--- src/hw/supply_mon_pkg.sv ---
// Constants, register map and state codes for the low-supply monitor
package supply_mon_pkg;

    // Register port geometry
    localparam int ADDR_W = 16;
    localparam int DATA_W = 8;

    // Register offsets
    localparam logic [15:0] STATUS_OFFSET = 16'hFE0F;
    localparam logic [15:0] CONFIG_OFFSET = 16'hFE10;

    // Reset values
    localparam logic [7:0] STATUS_RESET = 8'h00;
    localparam logic [7:0] CONFIG_RESET = 8'h00;
    localparam logic       FLAG_RESET   = 1'b0;

    // Status field
    localparam int FLAG_BIT = 7;

    // Configuration fields of option_config_one
    localparam int STOP_EN_BIT  = 0;
    localparam int RST_DIS_BIT  = 1;
    localparam int MAIN_DIS_BIT = 2;
    localparam int REG_DIS_BIT  = 3;
    localparam logic [7:0] CONFIG_MASK = 8'h0F;

    // Comparator channels: index 0 main supply, index 1 regulator
    localparam int CHANNELS  = 2;
    localparam int CH_MAIN   = 0;
    localparam int CH_REG    = 1;

    // Open-drain reset pin level while driven
    localparam logic PIN_LOW = 1'b0;

    // Sequencer states
    typedef enum logic [1:0] {
        ST_MONITOR = 2'b01,
        ST_HOLD    = 2'b10
    } seq_state_type;

endpackage

--- src/hw/low_supply_reset_monitor.sv ---
// Low-supply monitor: status flag, configuration and reset sequencing
//
// Chosen here: the address-and-strobe port.
`timescale 1ns/1ps
module low_supply_reset_monitor #(
    parameter int ADDR_W = supply_mon_pkg::ADDR_W,
    parameter int DATA_W = supply_mon_pkg::DATA_W
) (
    // Clock and reset
    input  wire logic              clk,
    input  wire logic              resetn,
    // Comparator outputs, asynchronous
    input  wire logic              main_below_fall,
    input  wire logic              main_above_rise,
    input  wire logic              reg_below_fall,
    input  wire logic              reg_above_rise,
    // Power mode
    input  wire logic              stop_mode,
    // Register port
    input  wire logic [ADDR_W-1:0] addr,
    input  wire logic [DATA_W-1:0] wdata,
    input  wire logic              wr_strobe,
    input  wire logic              rd_strobe,
    output logic      [DATA_W-1:0] rdata,
    // Status and reset outputs
    output logic                   supply_low_flag,
    output logic                   chip_reset_req,
    output logic                   reset_pin_out,
    output logic                   reset_pin_oe
);

    localparam int CH = supply_mon_pkg::CHANNELS;

    // Synchronised comparator levels
    logic [3:0]    cmp_raw;
    logic [3:0]    cmp_sync;
    logic [CH-1:0] below_fall_s;
    logic [CH-1:0] above_rise_s;

    // Configuration register and its fields
    logic [7:0]    option_config_one_reg;
    logic [7:0]    option_config_one_next;
    logic          stop_mode_monitor_enable;
    logic          low_supply_reset_disable;
    logic          main_supply_monitor_disable;
    logic          regulator_monitor_disable;

    // Monitor decisions
    logic [CH-1:0] chan_enable;
    logic [CH-1:0] chan_low;
    logic          monitor_active;
    logic          any_low;
    logic          all_high;
    logic          trip;
    logic          flag;

    // Sequencer
    supply_mon_pkg::seq_state_type state_reg;
    supply_mon_pkg::seq_state_type state_next;
    logic          in_hold;
    logic          release_ok;
    logic          pin_oe_reg;
    logic          pin_oe_next;

    // Register port decode
    logic          sel_status;
    logic          sel_config;
    logic          wr_config;
    logic [7:0]    status_word;
    logic [7:0]    config_word;
    logic [7:0]    read_mux;
    logic [DATA_W-1:0] rdata_reg;
    logic [DATA_W-1:0] rdata_next;

    // Comparators are analog and free-running; never use them raw
    assign cmp_raw = {reg_above_rise, reg_below_fall, main_above_rise, main_below_fall};

    sync_two_stage #(
        .WIDTH    (4)
    ) u_cmp_sync (
        .clk      (clk),
        .resetn   (resetn),
        .async_in (cmp_raw),
        .sync_out (cmp_sync)
    );

    assign below_fall_s[supply_mon_pkg::CH_MAIN] = cmp_sync[0];
    assign above_rise_s[supply_mon_pkg::CH_MAIN] = cmp_sync[1];
    assign below_fall_s[supply_mon_pkg::CH_REG]  = cmp_sync[2];
    assign above_rise_s[supply_mon_pkg::CH_REG]  = cmp_sync[3];

    // Configuration fields
    assign stop_mode_monitor_enable    = option_config_one_reg[supply_mon_pkg::STOP_EN_BIT];
    assign low_supply_reset_disable    = option_config_one_reg[supply_mon_pkg::RST_DIS_BIT];
    assign main_supply_monitor_disable = option_config_one_reg[supply_mon_pkg::MAIN_DIS_BIT];
    assign regulator_monitor_disable   = option_config_one_reg[supply_mon_pkg::REG_DIS_BIT];

    // Per-channel enables
    assign chan_enable[supply_mon_pkg::CH_MAIN] = !main_supply_monitor_disable;
    assign chan_enable[supply_mon_pkg::CH_REG]  = !regulator_monitor_disable;

    generate
        for (genvar i = 0; i < CH; i++) begin : g_chan
            assign chan_low[i] = below_fall_s[i] && chan_enable[i];
        end
    endgenerate

    // Wait mode is deliberately not an input: the monitor ignores it
    assign monitor_active = !stop_mode || stop_mode_monitor_enable;

    assign any_low  = |chan_low;
    assign all_high = &above_rise_s;

    // A reset starts only when active and not disabled
    assign trip = any_low && monitor_active && !low_supply_reset_disable;

    // Status flag with hysteresis
    hyst_latch #(
        .RESET_VALUE (supply_mon_pkg::FLAG_RESET)
    ) u_flag (
        .clk         (clk),
        .resetn      (resetn),
        .enable      (monitor_active),
        .set         (any_low),
        .clear       (all_high),
        .q           (flag)
    );

    // Release needs both rails back, whatever the disable bits say
    assign release_ok = all_high;

    assign in_hold = (state_reg == supply_mon_pkg::ST_HOLD);

    always_comb begin
        state_next = state_reg;
        unique case (state_reg)
            supply_mon_pkg::ST_MONITOR: begin
                if (trip) begin
                    state_next = supply_mon_pkg::ST_HOLD;
                end
            end
            supply_mon_pkg::ST_HOLD: begin
                if (release_ok) begin
                    state_next = supply_mon_pkg::ST_MONITOR;
                end
            end
            default: begin
                state_next = supply_mon_pkg::ST_HOLD;
            end
        endcase
    end

    // Pin enable registered beside the state, so the pin never glitches
    assign pin_oe_next = (state_next == supply_mon_pkg::ST_HOLD);

    always_ff @(posedge clk) begin
        if (!resetn) begin
            state_reg  <= supply_mon_pkg::ST_MONITOR;
            pin_oe_reg <= 1'b0;
        end else begin
            state_reg  <= state_next;
            pin_oe_reg <= pin_oe_next;
        end
    end

    // Reset outputs; the pin is open drain and only ever pulled low
    assign chip_reset_req = in_hold;
    assign reset_pin_oe   = pin_oe_reg;
    assign reset_pin_out  = supply_mon_pkg::PIN_LOW;

    // Register decode
    assign sel_status = (addr == supply_mon_pkg::STATUS_OFFSET);
    assign sel_config = (addr == supply_mon_pkg::CONFIG_OFFSET);
    assign wr_config  = wr_strobe && sel_config;

    // Disable bits reset to zero, so the monitor is live at once
    assign option_config_one_next = wr_config ? (wdata[7:0] & supply_mon_pkg::CONFIG_MASK)
                                              : option_config_one_reg;

    always_ff @(posedge clk) begin
        if (!resetn) begin
            option_config_one_reg <= supply_mon_pkg::CONFIG_RESET;
        end else begin
            option_config_one_reg <= option_config_one_next;
        end
    end

    // Status is read-only; writes to it are dropped
    assign status_word = {flag, 7'h00};
    assign config_word = option_config_one_reg;

    assign read_mux = sel_status ? status_word :
                      sel_config ? config_word : 8'h00;

    // Read data stand only in the cycle after the strobe
    assign rdata_next = rd_strobe ? read_mux[DATA_W-1:0] : '0;

    always_ff @(posedge clk) begin
        if (!resetn) begin
            rdata_reg <= '0;
        end else begin
            rdata_reg <= rdata_next;
        end
    end

    assign rdata           = rdata_reg;
    assign supply_low_flag = flag;

    // Checks

    AST_ARMED_AFTER_RESET: assert property (@(posedge clk)
        $rose(resetn) |-> !main_supply_monitor_disable && !regulator_monitor_disable
                          && !low_supply_reset_disable)
        else $error("monitor not armed after reset");

    AST_PIN_WITH_RESET: assert property (@(posedge clk) disable iff (!resetn)
        $rose(chip_reset_req) |-> reset_pin_oe && !reset_pin_out)
        else $error("reset pin not driven low with chip reset");

    AST_HOLD_UNTIL_RISE: assert property (@(posedge clk) disable iff (!resetn)
        in_hold && !(above_rise_s[0] && above_rise_s[1]) |=> in_hold)
        else $error("reset released before both supplies recovered");

    AST_RELEASE: assert property (@(posedge clk) disable iff (!resetn)
        in_hold && above_rise_s[0] && above_rise_s[1] |=> !chip_reset_req ##1 !reset_pin_oe)
        else $error("reset not released after recovery");

    AST_MAIN_DISABLED: assert property (@(posedge clk) disable iff (!resetn)
        !in_hold && main_supply_monitor_disable && !chan_low[1] |=> !in_hold)
        else $error("disabled main comparator caused reset");

    AST_REG_DISABLED: assert property (@(posedge clk) disable iff (!resetn)
        !in_hold && regulator_monitor_disable && !chan_low[0] |=> !in_hold)
        else $error("disabled regulator comparator caused reset");

    AST_POLLED_NO_RESET: assert property (@(posedge clk) disable iff (!resetn)
        !in_hold && low_supply_reset_disable |=> !chip_reset_req)
        else $error("reset issued while resets disabled");

    AST_FORCED_RESET: assert property (@(posedge clk) disable iff (!resetn)
        !in_hold && below_fall_s[0] && !main_supply_monitor_disable
        && !low_supply_reset_disable && monitor_active |=> chip_reset_req ##1 reset_pin_oe)
        else $error("main supply drop did not reset");

    AST_FLAG_SET: assert property (@(posedge clk) disable iff (!resetn)
        monitor_active && any_low |=> flag)
        else $error("flag not set on low supply");

    AST_FLAG_CLEAR: assert property (@(posedge clk) disable iff (!resetn)
        monitor_active && !any_low && all_high |=> !flag)
        else $error("flag not cleared on recovery");

    AST_FLAG_HOLD: assert property (@(posedge clk) disable iff (!resetn)
        monitor_active && !any_low && !all_high |=> $stable(flag))
        else $error("flag changed inside hysteresis band");

    AST_STATUS_READ: assert property (@(posedge clk) disable iff (!resetn)
        rd_strobe && sel_status |=> rdata == {$past(flag), 7'h00})
        else $error("status read wrong");

    AST_FLAG_RESET: assert property (@(posedge clk)
        !resetn |=> !supply_low_flag)
        else $error("reset did not clear flag");

    AST_STOP_INACTIVE: assert property (@(posedge clk) disable iff (!resetn)
        stop_mode && !stop_mode_monitor_enable && !in_hold |=> $stable(flag) && !in_hold)
        else $error("monitor acted in stop mode while not enabled");

    AST_STOP_RESET: assert property (@(posedge clk) disable iff (!resetn)
        stop_mode && stop_mode_monitor_enable && !low_supply_reset_disable
        && any_low && !in_hold |=> chip_reset_req)
        else $error("low supply in stop mode did not reset");

    AST_SYNC_DELAY: assert property (@(posedge clk) disable iff (!resetn)
        $rose(main_below_fall) ##1 main_below_fall |=> below_fall_s[0])
        else $error("comparator synchroniser latency wrong");

    AST_SYNC_REG_FALL: assert property (@(posedge clk) disable iff (!resetn)
        $rose(reg_below_fall) ##1 reg_below_fall |=> below_fall_s[1])
        else $error("regulator fall synchroniser latency wrong");

    AST_SYNC_REG_RISE: assert property (@(posedge clk) disable iff (!resetn)
        $rose(reg_above_rise) ##1 reg_above_rise |=> above_rise_s[1])
        else $error("regulator rise synchroniser latency wrong");

    AST_OE_WITH_REQ: assert property (@(posedge clk) disable iff (!resetn)
        reset_pin_oe == chip_reset_req)
        else $error("reset pin enable out of step with chip reset");

    AST_REQ_CAUSE: assert property (@(posedge clk) disable iff (!resetn)
        $rose(chip_reset_req) |-> $past(trip))
        else $error("chip reset raised without a trip");

    AST_NO_SPURIOUS_HOLD: assert property (@(posedge clk) disable iff (!resetn)
        !in_hold && !any_low |=> !in_hold)
        else $error("reset entered with no enabled low supply");

    // Configuration fields take the written value one cycle after the strobe
    AST_CFG_MAIN_DIS: assert property (@(posedge clk) disable iff (!resetn)
        wr_config |=> main_supply_monitor_disable == $past(wdata[supply_mon_pkg::MAIN_DIS_BIT]))
        else $error("main disable bit not written");

    AST_CFG_REG_DIS: assert property (@(posedge clk) disable iff (!resetn)
        wr_config |=> regulator_monitor_disable == $past(wdata[supply_mon_pkg::REG_DIS_BIT]))
        else $error("regulator disable bit not written");

    AST_CFG_RST_DIS: assert property (@(posedge clk) disable iff (!resetn)
        wr_config |=> low_supply_reset_disable == $past(wdata[supply_mon_pkg::RST_DIS_BIT]))
        else $error("reset disable bit not written");

    AST_CFG_STOP_EN: assert property (@(posedge clk) disable iff (!resetn)
        wr_config |=> stop_mode_monitor_enable == $past(wdata[supply_mon_pkg::STOP_EN_BIT]))
        else $error("stop enable bit not written");

    AST_WAIT_RESET: assert property (@(posedge clk) disable iff (!resetn)
        !stop_mode && !low_supply_reset_disable && any_low && !in_hold |=> chip_reset_req)
        else $error("low supply outside stop mode did not reset");

    AST_UNMAPPED_READ: assert property (@(posedge clk) disable iff (!resetn)
        rd_strobe && !sel_status && !sel_config |=> rdata == '0)
        else $error("unmapped read not zero");

    AST_RDATA_IDLE: assert property (@(posedge clk) disable iff (!resetn)
        !rd_strobe |=> rdata == '0)
        else $error("read data stood beyond one cycle");

endmodule

--- src/hw/sync_two_stage.sv ---
// Two-flop synchroniser for a vector of independent levels
`timescale 1ns/1ps
module sync_two_stage #(
    parameter int WIDTH = 4
) (
    // Clock and reset
    input  wire logic             clk,
    input  wire logic             resetn,
    // Levels
    input  wire logic [WIDTH-1:0] async_in,
    output logic      [WIDTH-1:0] sync_out
);

    logic [WIDTH-1:0] stage1_reg;
    logic [WIDTH-1:0] stage2_reg;

    // Stage one feeds stage two only
    always_ff @(posedge clk) begin
        if (!resetn) begin
            stage1_reg <= '0;
            stage2_reg <= '0;
        end else begin
            stage1_reg <= async_in;
            stage2_reg <= stage1_reg;
        end
    end

    assign sync_out = stage2_reg;

endmodule

--- src/hw/hyst_latch.sv ---
// Set/clear/hold latch with the set taking priority
`timescale 1ns/1ps
module hyst_latch #(
    parameter logic RESET_VALUE = 1'b0
) (
    // Clock and reset
    input  wire logic clk,
    input  wire logic resetn,
    // Control
    input  wire logic enable,
    input  wire logic set,
    input  wire logic clear,
    // State
    output logic      q
);

    logic q_reg;
    logic q_next;

    // Set wins over clear so a new low condition is never lost while enabled; with enable low the latch holds
    assign q_next = !enable ? q_reg :
                    set     ? 1'b1  :
                    clear   ? 1'b0  : q_reg;

    always_ff @(posedge clk) begin
        if (!resetn) begin
            q_reg <= RESET_VALUE;
        end else begin
            q_reg <= q_next;
        end
    end

    assign q = q_reg;

endmodule

--- config.mk ---
export PLATFORM = sky130hd
export DESIGN_NAME = low_supply_reset_monitor
export DESIGN_NICKNAME = d
export VERILOG_FILES = /design/src/hw/supply_mon_pkg.sv /design/src/hw/low_supply_reset_monitor.sv /design/src/hw/sync_two_stage.sv /design/src/hw/hyst_latch.sv
export SDC_FILE = /design/constraint.sdc
export NUM_CORES = 1
export LEC_CHECK = 0
export ABC_AREA = 0
export BUFFER_PORTS_ARGS = -buffer_cell sky130_fd_sc_hd__buf_2
export CORE_AREA = 2 2 49 51
export DETAILED_ROUTE_END_ITERATION = 12
export DIE_AREA = 0 0 51 53
export PLACE_DENSITY = 0.79
export REMOVE_ABC_BUFFERS = 1
export SLEW_MARGIN = 20
export SYNTH_ARGS = -nofsm -noshare
export SYNTH_HDL_FRONTEND = slang
export SYNTH_SLANG_ARGS = --single-unit
--- constraint.sdc ---
create_clock -name clk -period 2.85 [get_ports clk]
set_clock_uncertainty 0.05 [all_clocks]
set_input_delay 0.285 -clock clk [delete_from_list [all_inputs] [get_ports clk]]
set_output_delay 0.285 -clock clk [all_outputs]
set_load 0.03 [all_outputs]
==> results.ini <==
[status]
status = complete, no violations

[critical_path]
cp-start-kind = register
cp.required_ns = 2.52
r2r_setup_slack_ns = 1.36
arrival_ns = 1.20
crit_type = register to primary output
cp_max_fo = 4
worstSetupEndpointType = primary output

[clock_network]
cts_sinks = 21
cts.path.max_buffers = 2
path_clk_slew_ns = 0.11
cts_hold_buf = 0
cts_tree = built
cts_resized = 0
htreeDepth = 1
cts_setup_buffers = 0
insertion_delay_ns = 0.29
cts_inserted_buffers = 3
clock-root-buffer = clkbuf_4

[place]
io_buffers = 36
gp_congestion = 0.741
dpl.hpwl_um = 1180

[power]
finalPower_mw = 0.586
powerDensity_mw_per_mm2 = 545
p_leak_nw = 0.500
ir_drop_uv = 378

[timing]
period_needed_ns = 1.54
rsz0062_at_grt = no
slew_viol_final = 0
setup_viol = 0
timing.fmax_mhz = 650
hold_viol = 0
period_share = 0.539
totalNegativeSetupSlack_ns = 0

[floorplanning]
dieHeight_um = 53
ioPinCount = 45
die_w_um = 51
dieArea_sq_mm = 0.00270
core-area_sq_mm = 0.00215
fp-row-count = 17
start_util = 0.400

[cells_and_area]
nets = 163
drive_above_1_share = 0.331
multi_input_area_sq_um = 404
syn2layout_area_growth_pct = 25.1
n_antenna_cell = 0
fill_cells = 216
largest_register_ffs = 5
register_area_sq_um = 420

[route]
drt_iter0_drc = 7
dr.pass1.iters = 4
dr_total_vias = 710
drc = 0
wl_per_cell_um = 9.54
viasPerCell = 4.58
ant_nets = 0
routed_wl_um = 1480

[global_routing]
grt_pass1_vias = 607
grt_max_degree = 21
globalRouteOverflowTotal = 0
antenna_found_initial = 0
grt_pass1_wl_um = 2420
grt.total_usage = 0.123

[synthesis]
yosysMostFrequentCell = dfxtp_1
yosys-top-cells-count = dfxtp_1, nand2_1, and2_1, mux2i_1, nand2b_1
yosysTopAreaCell = dfxtp_1
synth_top_cell_area_share = 0.490
ys_types = 25
synthTopCellsByArea = dfxtp_1, and2_1, mux2i_1
synth_edf_count = 0
yosysSeqAreaShare = 0.490
avgSynthCellArea_sq_um = 9.54
synth.cell_area_sq_um = 858
synth_flop_cell = dfxtp_1
netlist_instances = 90
synth-warning-count = 0
async_flop_share = 0
synth_seq_cells = 21

[min_path]
holdCritPathClass = input pin to register

[run]
max_cap_viol_count = 0

## worst paths after layout
| path | start | cells past startpoint | end |
|---|---|---|---|
| setup / recovery | state_reg[0] | 3 | chip_reset_req |
| hold / removal | reg_below_fall | 2 | u_cmp_sync.stage1_reg[2] |
| setup reg to reg | state_reg[0] | 5 | state_reg[0] |
| hold reg to reg | u_cmp_sync.stage1_reg[3] | 1 | u_cmp_sync.sync_out[3] |
## logic make-up after synthesis
| kind of cell | count (synthesis) | share of synthesized area |
|---|---|---|
| flip-flops | 21 | 0.490 |
| AND/OR/NAND/NOR | 42 | 0.287 |
| buffers and inverters | 8 | 0.0525 |
| multiplexers | 5 | 0.0583 |
| AO/OA/AOI/OAI | 11 | 0.0787 |
| adder cells (fa/ha/maj) | 2 | 0.0291 |
| other | 1 | 0.00437 |
## power breakdown
part	total (mW)	internal (mW)	switching, mW
sequential	0.323	0.313	0.0109
combinational	0.126	0.0551	0.0710
clock	0.136	0.0544	0.0816
total	0.586	0.422	0.163
## cells in the final DEF, fill, tap and decap left out, types with 2 or more instances in the layout
| cell | n |
|---|---|
| o21ai_0 | 2 |
| a21oi_1 | 4 |
| dfxtp_1 | 21 |
| ha_1 | 2 |
| nor4_1 | 2 |
| mux2i_1 | 5 |
| nand2_1 | 13 |
| conb_1 | 4 |
| nor3_1 | 2 |
| buf_2 | 36 |
| clkbuf_4 | 3 |
| o21a_1 | 2 |
| inv_1 | 2 |
| nand2b_1 | 5 |
| and2_1 | 12 |
| a21boi_0 | 2 |
## area by class of cell
type                    instances  area share
flip-flops and latches         21       0.392
inverters                       2     0.00699
clock buffers                   4      0.0245
multi-input cells              64       0.376
well taps                      28      0.0326
repair buffers                 36       0.168
## routing by layer
| metal | routed length (um) | part of all wire | up-vias | track usage |
|---|---|---|---|---|
| met2 | 716 | 0.48 | 20 | 0.208 |
| met4 | 51 | 0.034 | 0 | 0.0901 |
| met1 | 641 | 0.43 | 319 | 0.129 |
| met3 | 69 | 0.047 | 6 | 0.0367 |
| li1 | - | - | 365 | - |
| met5 | 0 | 0 | - | 0 |
## stage by stage
stage	std cells	hold slack [ns]	utilization	cell area, sq um	worst slack (ns)
finish	155	0.137	0.500	1070	1.31
global route	155	0.122	0.500	1070	1.23
CTS	155	0.128	0.500	1070	1.30
detailed placement	151	0.367	0.487	1050	1.20
global placement	151	0.366	0.487	1050	1.23
floorplan	87	0.352	-	832	1.38
## critical path, cell delays in order, from the launching register on
cell,delay (ns)
dfxtp_1,0.41
inv_1,0.08
ha_1,0.24
buf_2,0.19
No activity file was read; power rests on OpenSTA's default activity.
